$ cat src/rtl/tmr_pkg.sv
/*
 * constants, register map and carrier types shared by the timer block.
 * assumes an 8-bit special-function register port on the clk_sys domain.
 */
`default_nettype none
package tmr_pkg;
  // ****************************************
  // register map
  // ****************************************
  localparam logic [7:0] ANALOG_POWER_DOWN_ADDR = 8'h2D;
  localparam logic [7:0] FAST_CONFIG_ADDR = 8'h84;
  localparam logic [7:0] FAST_VALUE_HIGH_ADDR = 8'h85;
  localparam logic [7:0] FAST_VALUE_LOW_ADDR = 8'h86;
  localparam logic [7:0] SLOW_CONFIG_ADDR = 8'h93;
  localparam logic [7:0] SLOW_VALUE_HIGH_ADDR = 8'h94;
  localparam logic [7:0] SLOW_VALUE_LOW_ADDR = 8'h95;
  localparam logic [7:0] FLAG_ADDR = 8'h96;
  // ****************************************
  // field positions and reset values
  // ****************************************
  localparam int RUN_BIT = 0;
  localparam int RELOAD_BIT = 1;
  localparam int CLKSEL_BIT = 2;
  localparam int STEP_BIT = 3;
  localparam int CRYSTAL_PD_BIT = 4;
  localparam int SLOW_FLAG_BIT = 0;
  localparam int FAST_FLAG_BIT = 1;
  localparam logic [7:0] CONFIG_RESET = 8'h00;
  localparam logic [7:0] VALUE_RESET = 8'h00;
  localparam logic [7:0] ANALOG_PD_RESET = 8'hFF;
  localparam logic [7:0] SLOW_CFG_MASK = 8'h0F;
  localparam logic [7:0] FAST_CFG_MASK = 8'h07;
  localparam logic [7:0] ANALOG_PD_MASK = 8'h71;
  // ****************************************
  // timing
  // ****************************************
  localparam int FAST_DIV_SLOW = 12;
  localparam int FAST_DIV_QUICK = 4;
  localparam int STEP_CLOCKS = 65536;
  // ****************************************
  // carrier types
  // ****************************************
  typedef struct packed {
    logic wr;
    logic rd;
    logic [7:0] addr;
    logic [7:0] wdata;
  } sfr_req_s;
  typedef struct packed {
    logic run;
    logic auto_reload;
    logic [15:0] value;
  } timer_cfg_s;
endpackage : tmr_pkg
`default_nettype wire
$ cat src/rtl/interval_counter.sv
/*
 * one interval counter: counts tick pulses up to (value + 1) and reports done.
 * assumes tick is a one-cycle pulse on clk_sys and restart clears the count.
 */
`timescale 1ns/1ps
`default_nettype none
module interval_counter #(
  parameter int WIDTH = 16 // width of the compare value
) (
  input wire logic clk_sys, // system clock
  input wire logic rst_n, // synchronous reset, active low
  input wire logic run, // counting allowed
  input wire logic restart, // clear count to zero
  input wire logic tick, // one count step
  input wire logic [WIDTH-1:0] limit, // compare value
  output logic done // pulse at interval end
);
  // refuse a width the compare logic cannot serve
  if (WIDTH < 1) begin : g_bad_width
    $error("interval_counter: WIDTH must be positive");
  end
  logic [WIDTH-1:0] count_reg;
  logic [WIDTH-1:0] count_next;
  logic hit;
  logic done_next;
  // last step of the interval: count already at limit
  assign hit = run && tick && !restart && (count_reg == limit);
  assign count_next = (restart || !run || hit) ? '0 :
                      (tick ? count_reg + 1'b1 : count_reg);
  assign done_next = hit;
  // state update
  always_ff @(posedge clk_sys) begin
    if (!rst_n) begin
      count_reg <= '0;
      done <= 1'b0;
    end else begin
      count_reg <= count_next;
      done <= done_next;
    end
  end
endmodule : interval_counter
`default_nettype wire

$ cat src/rtl/low_speed_and_fast_timers.sv
/*
 * slow (32 kHz) and fast (24 MHz derived) interval timers behind an 8-bit
 * special-function register port, with pending flags and wake requests.
 * assumes slow clock sources arrive as asynchronous pins and the fast
 * source clock is sampled as a pin too; processor writes are one-cycle strobes.
 */
`timescale 1ns/1ps
`default_nettype none
//Contract
// - slow reload bit: 1 auto cycle counting, 0 single shot.
// - slow enable 1 starts, 0 stops; single shot clears enable at completion.
// - writing either slow value byte while timing restarts the count.
// - rewriting an enable bit while counting restarts from zero.
// - crystal power-down bit: 1 disables, 0 enables, resets disabled.
// - fast timer uses 16-bit value from high and low bytes.
// - fast clock select: 1 divides by 4, 0 by 12; resets 0.
// - fast interval equals divided period times value plus one.
// - fast single shot clears its enable at completion.
// - fast auto reload keeps enable and restarts the next interval.
// - fast auto reload stops on enable 0; mode may change midway.
// - any fast config or value write clears the fast counter.
// - fast completion interrupt can wake the chip from idle.
// - writing a fast value byte while timing restarts the count.
// - slow source: crystal when select 1, internal oscillator when 0.
// - slow interval is period times value plus one, times 65536 when stepped.
// - slow interrupt at set value wakes idle; software clears flag.
// - any slow config or value write clears the slow counter.
module low_speed_and_fast_timers #(
  parameter int FAST_DIV_SLOW = tmr_pkg::FAST_DIV_SLOW, // /12 divider
  parameter int FAST_DIV_QUICK = tmr_pkg::FAST_DIV_QUICK, // /4 divider
  parameter int STEP_CLOCKS = tmr_pkg::STEP_CLOCKS // slow step length
) (
  input wire logic clk_sys, // 40 MHz system clock
  input wire logic rst_n, // synchronous reset, active low
  input wire tmr_pkg::sfr_req_s sfr_req, // register access strobe
  output logic [7:0] sfr_rdata, // read data, one cycle after rd
  input wire logic internal_slow_oscillator, // 32 kHz internal clock pin
  input wire logic crystal_clock, // 32768 Hz crystal clock pin
  input wire logic fast_source_clock, // 24 MHz source clock pin
  output logic crystal_power_down, // 1 keeps the crystal off
  output logic slow_irq, // slow timer pending flag
  output logic fast_irq, // fast timer pending flag
  output logic wake_request // wake from idle
);
  // refuse divider and step settings the counters cannot serve
  if (FAST_DIV_SLOW < 2 || FAST_DIV_QUICK < 2 || FAST_DIV_QUICK > FAST_DIV_SLOW) begin : g_bad_div
    $error("low_speed_and_fast_timers: bad fast dividers");
  end
  if (STEP_CLOCKS < 1) begin : g_bad_step
    $error("low_speed_and_fast_timers: bad STEP_CLOCKS");
  end
  // ****************************************
  // register file
  // ****************************************
  logic [7:0] slow_config_reg;
  logic [7:0] slow_value_high_reg;
  logic [7:0] slow_value_low_reg;
  logic [7:0] fast_config_reg;
  logic [7:0] fast_value_high_reg;
  logic [7:0] fast_value_low_reg;
  logic [7:0] analog_power_down_reg;
  logic slow_flag_reg;
  logic fast_flag_reg;
  logic [7:0] rdata_reg;
  // address decode for the write strobes; the read mux decodes with its own case
  function automatic logic hit_addr(input tmr_pkg::sfr_req_s r, input logic [7:0] a);
    hit_addr = (r.addr == a);
  endfunction : hit_addr
  wire wr_slow_cfg = sfr_req.wr && hit_addr(sfr_req, tmr_pkg::SLOW_CONFIG_ADDR);
  wire wr_slow_hi = sfr_req.wr && hit_addr(sfr_req, tmr_pkg::SLOW_VALUE_HIGH_ADDR);
  wire wr_slow_lo = sfr_req.wr && hit_addr(sfr_req, tmr_pkg::SLOW_VALUE_LOW_ADDR);
  wire wr_fast_cfg = sfr_req.wr && hit_addr(sfr_req, tmr_pkg::FAST_CONFIG_ADDR);
  wire wr_fast_hi = sfr_req.wr && hit_addr(sfr_req, tmr_pkg::FAST_VALUE_HIGH_ADDR);
  wire wr_fast_lo = sfr_req.wr && hit_addr(sfr_req, tmr_pkg::FAST_VALUE_LOW_ADDR);
  wire wr_analog = sfr_req.wr && hit_addr(sfr_req, tmr_pkg::ANALOG_POWER_DOWN_ADDR);
  wire wr_flag = sfr_req.wr && hit_addr(sfr_req, tmr_pkg::FLAG_ADDR);
  // any settings write restarts that timer's count
  wire slow_restart = wr_slow_cfg || wr_slow_hi || wr_slow_lo;
  wire fast_restart = wr_fast_cfg || wr_fast_hi || wr_fast_lo;
  // ****************************************
  // pin synchronisers
  // ****************************************
  logic [2:0] pin_meta_reg;
  logic [2:0] pin_sync_reg;
  logic [2:0] pin_last_reg;
  wire [2:0] pin_raw = {fast_source_clock, crystal_clock, internal_slow_oscillator};
  wire [2:0] pin_rise = pin_sync_reg & ~pin_last_reg;
  // two flops per pin before anything looks at it; rise detect on the second
  always_ff @(posedge clk_sys) begin
    if (!rst_n) begin
      pin_meta_reg <= 3'h0;
      pin_sync_reg <= 3'h0;
      pin_last_reg <= 3'h0;
    end else begin
      pin_meta_reg <= pin_raw;
      pin_sync_reg <= pin_meta_reg;
      pin_last_reg <= pin_sync_reg;
    end
  end
  // ****************************************
  // slow timer clocking
  // ****************************************
  wire slow_step_mode = slow_config_reg[tmr_pkg::STEP_BIT];
  wire slow_clock_select = slow_config_reg[tmr_pkg::CLKSEL_BIT];
  wire slow_auto_reload = slow_config_reg[tmr_pkg::RELOAD_BIT];
  wire slow_run_enable = slow_config_reg[tmr_pkg::RUN_BIT];
  // crystal edges only count while the crystal is powered
  wire slow_src_tick = slow_clock_select ?
                       (pin_rise[1] && !analog_power_down_reg[tmr_pkg::CRYSTAL_PD_BIT]) :
                       pin_rise[0];
  localparam int STEP_W = $clog2(STEP_CLOCKS) > 0 ? $clog2(STEP_CLOCKS) : 1;
  localparam logic [STEP_W-1:0] STEP_LAST = STEP_W'(STEP_CLOCKS - 1);
  logic [STEP_W-1:0] step_reg;
  wire step_wrap = slow_src_tick && (step_reg == STEP_LAST);
  wire slow_tick = slow_step_mode ? step_wrap : slow_src_tick;
  // prescaler for the 65536-clock step, cleared with the counter
  always_ff @(posedge clk_sys) begin
    if (!rst_n) begin
      step_reg <= '0;
    end else if (slow_restart || !slow_run_enable || !slow_step_mode || step_wrap) begin
      step_reg <= '0;
    end else if (slow_src_tick) begin
      step_reg <= step_reg + 1'b1;
    end
  end
  // ****************************************
  // fast timer clocking
  // ****************************************
  wire fast_clock_select = fast_config_reg[tmr_pkg::CLKSEL_BIT];
  wire fast_auto_reload = fast_config_reg[tmr_pkg::RELOAD_BIT];
  wire fast_run_enable = fast_config_reg[tmr_pkg::RUN_BIT];
  localparam int DIV_W = $clog2(FAST_DIV_SLOW);
  localparam logic [DIV_W-1:0] DIV_LAST_SLOW = DIV_W'(FAST_DIV_SLOW - 1);
  localparam logic [DIV_W-1:0] DIV_LAST_QUICK = DIV_W'(FAST_DIV_QUICK - 1);
  logic [DIV_W-1:0] div_reg;
  wire [DIV_W-1:0] div_last = fast_clock_select ? DIV_LAST_QUICK : DIV_LAST_SLOW;
  wire fast_tick = pin_rise[2] && (div_reg == div_last);
  // source divider; restarts with the counter so intervals are whole
  always_ff @(posedge clk_sys) begin
    if (!rst_n) begin
      div_reg <= '0;
    end else if (fast_restart || !fast_run_enable || fast_tick) begin
      div_reg <= '0;
    end else if (pin_rise[2]) begin
      div_reg <= div_reg + 1'b1;
    end
  end
  // ****************************************
  // interval counters
  // ****************************************
  logic slow_done;
  logic fast_done;
  tmr_pkg::timer_cfg_s slow_cfg;
  tmr_pkg::timer_cfg_s fast_cfg;
  assign slow_cfg = '{run: slow_run_enable, auto_reload: slow_auto_reload,
                      value: {slow_value_high_reg, slow_value_low_reg}};
  assign fast_cfg = '{run: fast_run_enable, auto_reload: fast_auto_reload,
                      value: {fast_value_high_reg, fast_value_low_reg}};
  interval_counter #(.WIDTH(16)) slow_counter (
    .clk_sys(clk_sys),
    .rst_n(rst_n),
    .run(slow_cfg.run),
    .restart(slow_restart),
    .tick(slow_tick),
    .limit(slow_cfg.value),
    .done(slow_done)
  );
  interval_counter #(.WIDTH(16)) fast_counter (
    .clk_sys(clk_sys),
    .rst_n(rst_n),
    .run(fast_cfg.run),
    .restart(fast_restart),
    .tick(fast_tick),
    .limit(fast_cfg.value),
    .done(fast_done)
  );
  // ****************************************
  // register next values
  // ****************************************
  // single-shot completion drops enable; a same-cycle config write wins since it restarts
  wire slow_self_clear = slow_done && !slow_cfg.auto_reload && !wr_slow_cfg;
  wire fast_self_clear = fast_done && !fast_cfg.auto_reload && !wr_fast_cfg;
  wire [7:0] slow_config_next = wr_slow_cfg ? (sfr_req.wdata & tmr_pkg::SLOW_CFG_MASK) :
    (slow_self_clear ? (slow_config_reg & ~(8'h01 << tmr_pkg::RUN_BIT)) :
     slow_config_reg);
  wire [7:0] fast_config_next = wr_fast_cfg ? (sfr_req.wdata & tmr_pkg::FAST_CFG_MASK) :
    (fast_self_clear ? (fast_config_reg & ~(8'h01 << tmr_pkg::RUN_BIT)) :
     fast_config_reg);
  // flags: set wins over a software clear in the same cycle
  wire slow_flag_next = slow_done ||
    (slow_flag_reg && !(wr_flag && sfr_req.wdata[tmr_pkg::SLOW_FLAG_BIT]));
  wire fast_flag_next = fast_done ||
    (fast_flag_reg && !(wr_flag && sfr_req.wdata[tmr_pkg::FAST_FLAG_BIT]));
  wire [7:0] analog_next = wr_analog ? (sfr_req.wdata & tmr_pkg::ANALOG_PD_MASK) :
                           analog_power_down_reg;
  // ****************************************
  // read mux
  // ****************************************
  logic [7:0] rdata_next;
  always_comb begin
    rdata_next = 8'h00;
    if (sfr_req.rd) begin
      case (sfr_req.addr)
        tmr_pkg::SLOW_CONFIG_ADDR: rdata_next = slow_config_reg;
        tmr_pkg::SLOW_VALUE_HIGH_ADDR: rdata_next = slow_value_high_reg;
        tmr_pkg::SLOW_VALUE_LOW_ADDR: rdata_next = slow_value_low_reg;
        tmr_pkg::FAST_CONFIG_ADDR: rdata_next = fast_config_reg;
        tmr_pkg::FAST_VALUE_HIGH_ADDR: rdata_next = fast_value_high_reg;
        tmr_pkg::FAST_VALUE_LOW_ADDR: rdata_next = fast_value_low_reg;
        tmr_pkg::ANALOG_POWER_DOWN_ADDR: rdata_next = analog_power_down_reg;
        tmr_pkg::FLAG_ADDR: rdata_next = {6'h00, fast_flag_reg, slow_flag_reg};
        default: rdata_next = 8'h00;
      endcase
    end
  end
  // ****************************************
  // register and output flops
  // ****************************************
  // value bytes take writes directly; outputs all come from flops
  always_ff @(posedge clk_sys) begin
    if (!rst_n) begin
      slow_config_reg <= tmr_pkg::CONFIG_RESET;
      slow_value_high_reg <= tmr_pkg::VALUE_RESET;
      slow_value_low_reg <= tmr_pkg::VALUE_RESET;
      fast_config_reg <= tmr_pkg::CONFIG_RESET;
      fast_value_high_reg <= tmr_pkg::VALUE_RESET;
      fast_value_low_reg <= tmr_pkg::VALUE_RESET;
      analog_power_down_reg <= tmr_pkg::ANALOG_PD_RESET & tmr_pkg::ANALOG_PD_MASK;
      slow_flag_reg <= 1'b0;
      fast_flag_reg <= 1'b0;
      rdata_reg <= 8'h00;
    end else begin
      slow_config_reg <= slow_config_next;
      if (wr_slow_hi) slow_value_high_reg <= sfr_req.wdata;
      if (wr_slow_lo) slow_value_low_reg <= sfr_req.wdata;
      fast_config_reg <= fast_config_next;
      if (wr_fast_hi) fast_value_high_reg <= sfr_req.wdata;
      if (wr_fast_lo) fast_value_low_reg <= sfr_req.wdata;
      analog_power_down_reg <= analog_next;
      slow_flag_reg <= slow_flag_next;
      fast_flag_reg <= fast_flag_next;
      rdata_reg <= rdata_next;
    end
  end
  // pending flags double as wake requests from either idle mode
  always_ff @(posedge clk_sys) begin
    if (!rst_n) begin
      crystal_power_down <= 1'b1;
      slow_irq <= 1'b0;
      fast_irq <= 1'b0;
      wake_request <= 1'b0;
    end else begin
      crystal_power_down <= analog_next[tmr_pkg::CRYSTAL_PD_BIT];
      slow_irq <= slow_flag_next;
      fast_irq <= fast_flag_next;
      wake_request <= slow_flag_next || fast_flag_next;
    end
  end
  assign sfr_rdata = rdata_reg;
endmodule : low_speed_and_fast_timers
`default_nettype wire

$ cat config.mk
export PLATFORM = sky130hd
export DESIGN_NAME = low_speed_and_fast_timers
export DESIGN_NICKNAME = d
export VERILOG_FILES = /design/src/rtl/tmr_pkg.sv /design/src/rtl/interval_counter.sv /design/src/rtl/low_speed_and_fast_timers.sv
export SDC_FILE = /design/constraint.sdc
export NUM_CORES = 1
export LEC_CHECK = 0
export BUFFER_PORTS_ARGS = -buffer_cell sky130_fd_sc_hd__buf_4
export CAP_MARGIN = 20
export CORE_ASPECT_RATIO = 0.8
export CORE_MARGIN = 3
export CORE_UTILIZATION = 60
export CTS_CLUSTER_SIZE = 12
export DETAILED_ROUTE_END_ITERATION = 16
export GPL_ROUTABILITY_DRIVEN = 0
export PLACE_DENSITY = 0.79
export RECOVER_POWER = 100
export REMOVE_ABC_BUFFERS = 1
export SLEW_MARGIN = 20
export SYNTH_ARGS = -nofsm -noshare
export SYNTH_HDL_FRONTEND = slang
export SYNTH_SLANG_ARGS = --single-unit
$ cat constraint.sdc
create_clock -name clk_sys -period 2.6 [get_ports clk_sys]
set_input_delay 0.52 -clock clk_sys [delete_from_list [all_inputs] [get_ports clk_sys]]
set_output_delay 0.52 -clock clk_sys [all_outputs]
set_load 0.02 [all_outputs]
Yosys cells after proc, flatten, opt, wreduce, memory -nomap -nowiden
Index checks and enable logic that the tools add are counted.
- equal/unequal tests: 12
- bitwise gates (word level): 3
- reductions and logical operators: 58
- $add $sub $neg: 4
- muxes and demuxes: 8
- operator list (cell ; number):
    $pmux W8 S8 ; 1
    $eq A8 B8 Y1 const B ; 7
    $add A16 B1 Y16 const B ; 3
    $eq A16 B16 Y1 ; 2
    $logic_and A1 B1 Y1 ; 25
    $eq A16 B16 Y1 const B ; 1
    $logic_or A1 B1 Y1 ; 14
    $logic_not A1 Y1 ; 12
    $eq A8 B6 Y1 const B ; 1
    $mux W4 ; 2
    $reduce_or A2 Y1 ; 4
    $add A4 B1 Y4 const B ; 1
    $eq A4 B4 Y1 ; 1
    $mux W1 ; 4
    $reduce_bool A2 Y1 ; 2
    $and A3 B3 Y3 ; 1
    $mux W3 ; 1
    $not A3 Y3 ; 1
    $reduce_and A2 Y1 ; 1
    $not A1 Y1 ; 1
- register bits after elaboration: 117
- output and inout port bits: 12
- input bits: 23

Longest topological paths before layout
- word-level depth: 11
- mapped depth: 7
- depth with buffers taken out: 6

Hierarchy
A second synthesis with hierarchy kept.
- cells, all modules: 601
- area, all modules: 5630.4 µm²
- by module, submodules not included (module ; cells each ; instances ; area each (µm²)):
    low_speed_and_fast_timers ; 399 ; 1 ; 3831.2
    interval_counter ; 101 ; 2 ; 899.6

Worst setup path before layout
OpenSTA, ideal clock, no wires.
- path kind: in2reg
- start: input sfr_req[17] in the netlist's numbering
- end: register slow_counter.count_reg[10]
- cell stages on the path: 7
- arrival: 1.887 ns
- slack: 0.588 ns
- cells stage by stage: clkbuf_1 -> inv_1 -> a2111oi_4 -> buf_4 -> a2111oi_0 -> a32oi_1 -> o31ai_1
- word-level cells in the longest chain between the ends: 8
- elaborated cells on any way between the ends: 11
- those cells by class: reduce/logical (11)
- ends and longest elaborated chain (what ; RTL line ; RTL):
    start, declared ; low_speed_and_fast_timers.sv:35 ; input wire tmr_pkg::sfr_req_s sfr_req,
    $logic_and A1 B1 Y1, on equally long branches ; low_speed_and_fast_timers.sv:69, low_speed_and_fast_timers.sv:70 ;
    $logic_or A1 B1 Y1 ; low_speed_and_fast_timers.sv:78 ; wire slow_restart = wr_slow_cfg || wr_slow_hi || wr_slow_lo;
    $logic_or A1 B1 Y1 * ; low_speed_and_fast_timers.sv:78 ;
    $logic_not A1 Y1 ; interval_counter.sv:27 ; assign hit = run && tick && !restart && (count_reg == limit);
    $logic_and A1 B1 Y1 (2 in a row) ; interval_counter.sv:27 ;
    $logic_or A1 B1 Y1 * ; interval_counter.sv:28 ; assign count_next = (restart || !run || hit) ? '0 :
    $reduce_or A2 Y1 (no source line) * ; - ;
    end signal, assigned ; interval_counter.sv:37 ; count_reg <= count_next;
    end, declared ; interval_counter.sv:22 ; logic [WIDTH-1:0] count_reg;
Mark *: on every way between the ends. The rest lies on a longest branch, timed or not.
A chain may end at the register's enable or synchronous reset.

Final worst setup path
- start: input sfr_req[13] in the netlist's numbering
- end: register fast_value_high_reg[0]
- word-level cells in the longest chain between the ends: 2
- ends and longest elaborated chain (what ; RTL line ; RTL):
    $eq A8 B8 Y1 ; low_speed_and_fast_timers.sv:67 ; hit_addr = (r.addr == a);
    $logic_and A1 B1 Y1 ; low_speed_and_fast_timers.sv:73 ; wire wr_fast_hi = sfr_req.wr && hit_addr(sfr_req, tmr_pkg::FAST_VALUE_HIGH_ADDR);
    end signal, assigned ; low_speed_and_fast_timers.sv:226 ; fast_value_high_reg <= tmr_pkg::VALUE_RESET;
    end signal, assigned ; low_speed_and_fast_timers.sv:237 ; if (wr_fast_hi) fast_value_high_reg <= sfr_req.wdata;
    end, declared ; low_speed_and_fast_timers.sv:59 ; logic [7:0] fast_value_high_reg;
No other way between the ends.

==> flow_metrics.env <==
export IMPL_status="completed"
export IMPL_wl_per_cell_um=18.2
export IMPL_muxShareOfSynthArea=0.0248
export IMPL_power_frac_seq=0.412
export IMPL_synth_adder_area_share=0.00887
export IMPL_ys_seq_elements=117
export IMPL_cts_hold_buf=0
export IMPL_clockPowerShare=0.562
export IMPL_routed_wl_um=14500
export IMPL_rows=30
export IMPL_synth_area_mm2=0.00564
export IMPL_p_leak_uw=0.00240
export IMPL_htreeDepth=4
export IMPL_tightestPinTransition_ns=0.766
export IMPL_dieArea_mm2=0.0106
export IMPL_seq_area_frac_synth=0.415
export IMPL_insertion_delay_ns=0.41
export IMPL_diodes=0
export IMPL_drive_above_1_share=0.106
export IMPL_synth_warnings=0
export IMPL_clkTransAtPathRegs_ns=0.05
export IMPL_syn_inst=633
export IMPL_synth_xor_area_frac=0.0994
export IMPL_detail_route_antenna_nets=0
export IMPL_cp_max_fo=14
export IMPL_route_detailed_drc=0
export IMPL_synth_ff_type="dfxtp_1"
export IMPL_drtIter0Drc=732
export IMPL_clockBufferDepth=2
export IMPL_setup_viol=0
export IMPL_power_switching_uw=888
export IMPL_num_vias=5022
export IMPL_required_ns=2.88
export IMPL_post_cts_buffers=0
export IMPL_grt_max_degree=57
export IMPL_max_freq_mhz=435
export IMPL_synth_common_cells="dfxtp_1, nand2_1, nand3_1, xor2_1, nor2_1"
export IMPL_p_comb_frac=0.026
export IMPL_yosys_cell_types_count=59
export IMPL_hold_path_class="primary input to register"
export IMPL_synth_area_leader_cell="dfxtp_1"
export IMPL_yosys_area_share_simple=0.266
export IMPL_finalHoldViolCount=0
export IMPL_maxCapViolCount=0
export IMPL_syn_to_final_growth_pct=15.6
export IMPL_synth_compound_area_frac=0.152
export IMPL_clockRootBuffer="clkbuf_16"
export IMPL_die_x_um=114
export IMPL_grt_pass1_vias=4682
export IMPL_drt_pass1_iterations=5
export IMPL_start_util=0.639
export IMPL_dpl_cell_count=762
export IMPL_grt_ovfl_total=0
export IMPL_cts_tree="yes"
export IMPL_die_height_um=92.7
export IMPL_rsz0062_at_grt="false"
export IMPL_critPathArrivalTime_ns=2.58
export IMPL_cts_buffers=17
export IMPL_final_cells=794
export IMPL_finClkSkew_ns=0.00762
export IMPL_report_final_slew_viol_count=0
export IMPL_antenna_found_initial=0
export IMPL_multi_input_comb_area_mm2=0.00309
export IMPL_grt_pass1_wl_um=23700
export IMPL_fillers=654
export IMPL_p_sw_frac=0.203
export IMPL_power_density_mw_per_mm2=672
export IMPL_seq_area_mm2=0.00234
export IMPL_nNetsFinal=696
export IMPL_intPower_uw=3490
export IMPL_start_kind="primary input"
export IMPL_synth_top_area_frac=0.415
export IMPL_synth_most_common_cell="dfxtp_1"
export IMPL_ys_top_cells_by_area="dfxtp_1, xor2_1, nand3_1"
export IMPL_fin_crit_sh=0.884
export IMPL_fin_crit_ns=2.30
export IMPL_max_slew_margin=0.489
export IMPL_vias_per_cell=6.32
export IMPL_io_pin_count=35
export IMPL_core_mm2=0.00882
export IMPL_async_flop_share=0
export IMPL_cts_resized=0
export IMPL_grtUsageTotal=0.279
export IMPL_end_kind="register"
export IMPL_synth_edf_count=0
export IMPL_numPortBuffers=34
export IMPL_synth_top_family_by_area="simple AND/OR/NAND/NOR gates"
export IMPL_cts_sink_count=117
export IMPL_place_hpwl_um=9720
export IMPL_vdd_drop_max_mv=0.936
export IMPL_crit_type="primary input to register"
export IMPL_timing_setup_tns_ns=0
export IMPL_syn_avg_cell_area_um2=8.91
-- through the flow --
| step | instance area (µm²) | util | total power (µW) | hold slack [ns] | setup WS (ns) |
|---|---|---|---|---|---|
| final | 6520 | 0.739 | 4380 | 0.319 | 0.302 |
| after global routing | 6520 | 0.739 | 4500 | 0.312 | 0.100 |
| after CTS | 6610 | 0.750 | 4390 | 0.314 | 0.285 |
| after detailed placement | 5990 | 0.680 | 1960 | 0.427 | 0.209 |
| after global placement | 5990 | 0.680 | 1960 | 0.417 | 0.275 |
| after floorplan | 5490 | - | 1880 | 0.412 | 0.218 |
-- layout by cell type (no fill, tap or decap), drive strengths merged, types with 13 or more instances in the layout --
cell / instances
a21oi: 13
nor4: 13
nand2: 68
xor2: 54
nand3: 60
dfxtp: 117
nand4: 16
nor2: 49
a21boi: 33
clkbuf: 43
mux2i: 14
buf: 28
-- layer usage --
metal / up-vias / part of all wire / track usage
met5: - / 0 / 0
met4: 0 / 0.0090 / 0.0742
met3: 21 / 0.093 / 0.0679
met2: 261 / 0.43 / 0.405
met1: 2376 / 0.46 / 0.410
li1: 2364 / - / -
-- final timing paths --
path | depth (start not counted) | start | slack (ns) | endpoint
setup / recovery | 7 | sfr_req[13] | 0.30 | fast_value_high_reg[0]$_SDFFE_PN0P_
hold / removal | 2 | fast_source_clock | 0.32 | pin_meta_reg[2]$_SDFF_PN0_
setup reg to reg | 5 | pin_sync_reg[0]$_SDFF_PN0_ | 0.31 | step_reg[11]$_SDFFE_PP0P_
hold reg to reg | 1 | pin_meta_reg[0]$_SDFF_PN0_ | 0.43 | pin_sync_reg[0]$_SDFF_PN0_
-- power groups by stage --
stage	Clock, µW	Sequential, µW	Combinational (µW)
after floorplan	0	1840	40.4
after global placement	0	1840	115
after detailed placement	0	1840	118
after CTS	2470	1800	118
after global routing	2570	1800	123
final	2460	1800	116
-- logic make-up after synthesis --
kind of cell,after synthesis
flops,117
mux,14
fa+ha+maj,4
xor+xnor,64
compound gates,110
simple gates,282
buf+inv,42
-- cell type report --
class,count,area share
inverter,10,0.00575
clock inverter,10,0.0234
multi-input combinational,474,0.474
sequential,117,0.359
timing repair buffer,49,0.0451
clock buffer,22,0.0712
tap,112,0.0215
-- critical path: stages --
cell and delay, ns:
clkbuf_1 0.11, or4b_1 0.63, nor2_1 0.16, clkbuf_1 0.52, nand2_1 0.38, nand2_1 0.15
a21boi_0 0.10
No activity file was read; power rests on OpenSTA's default activity.
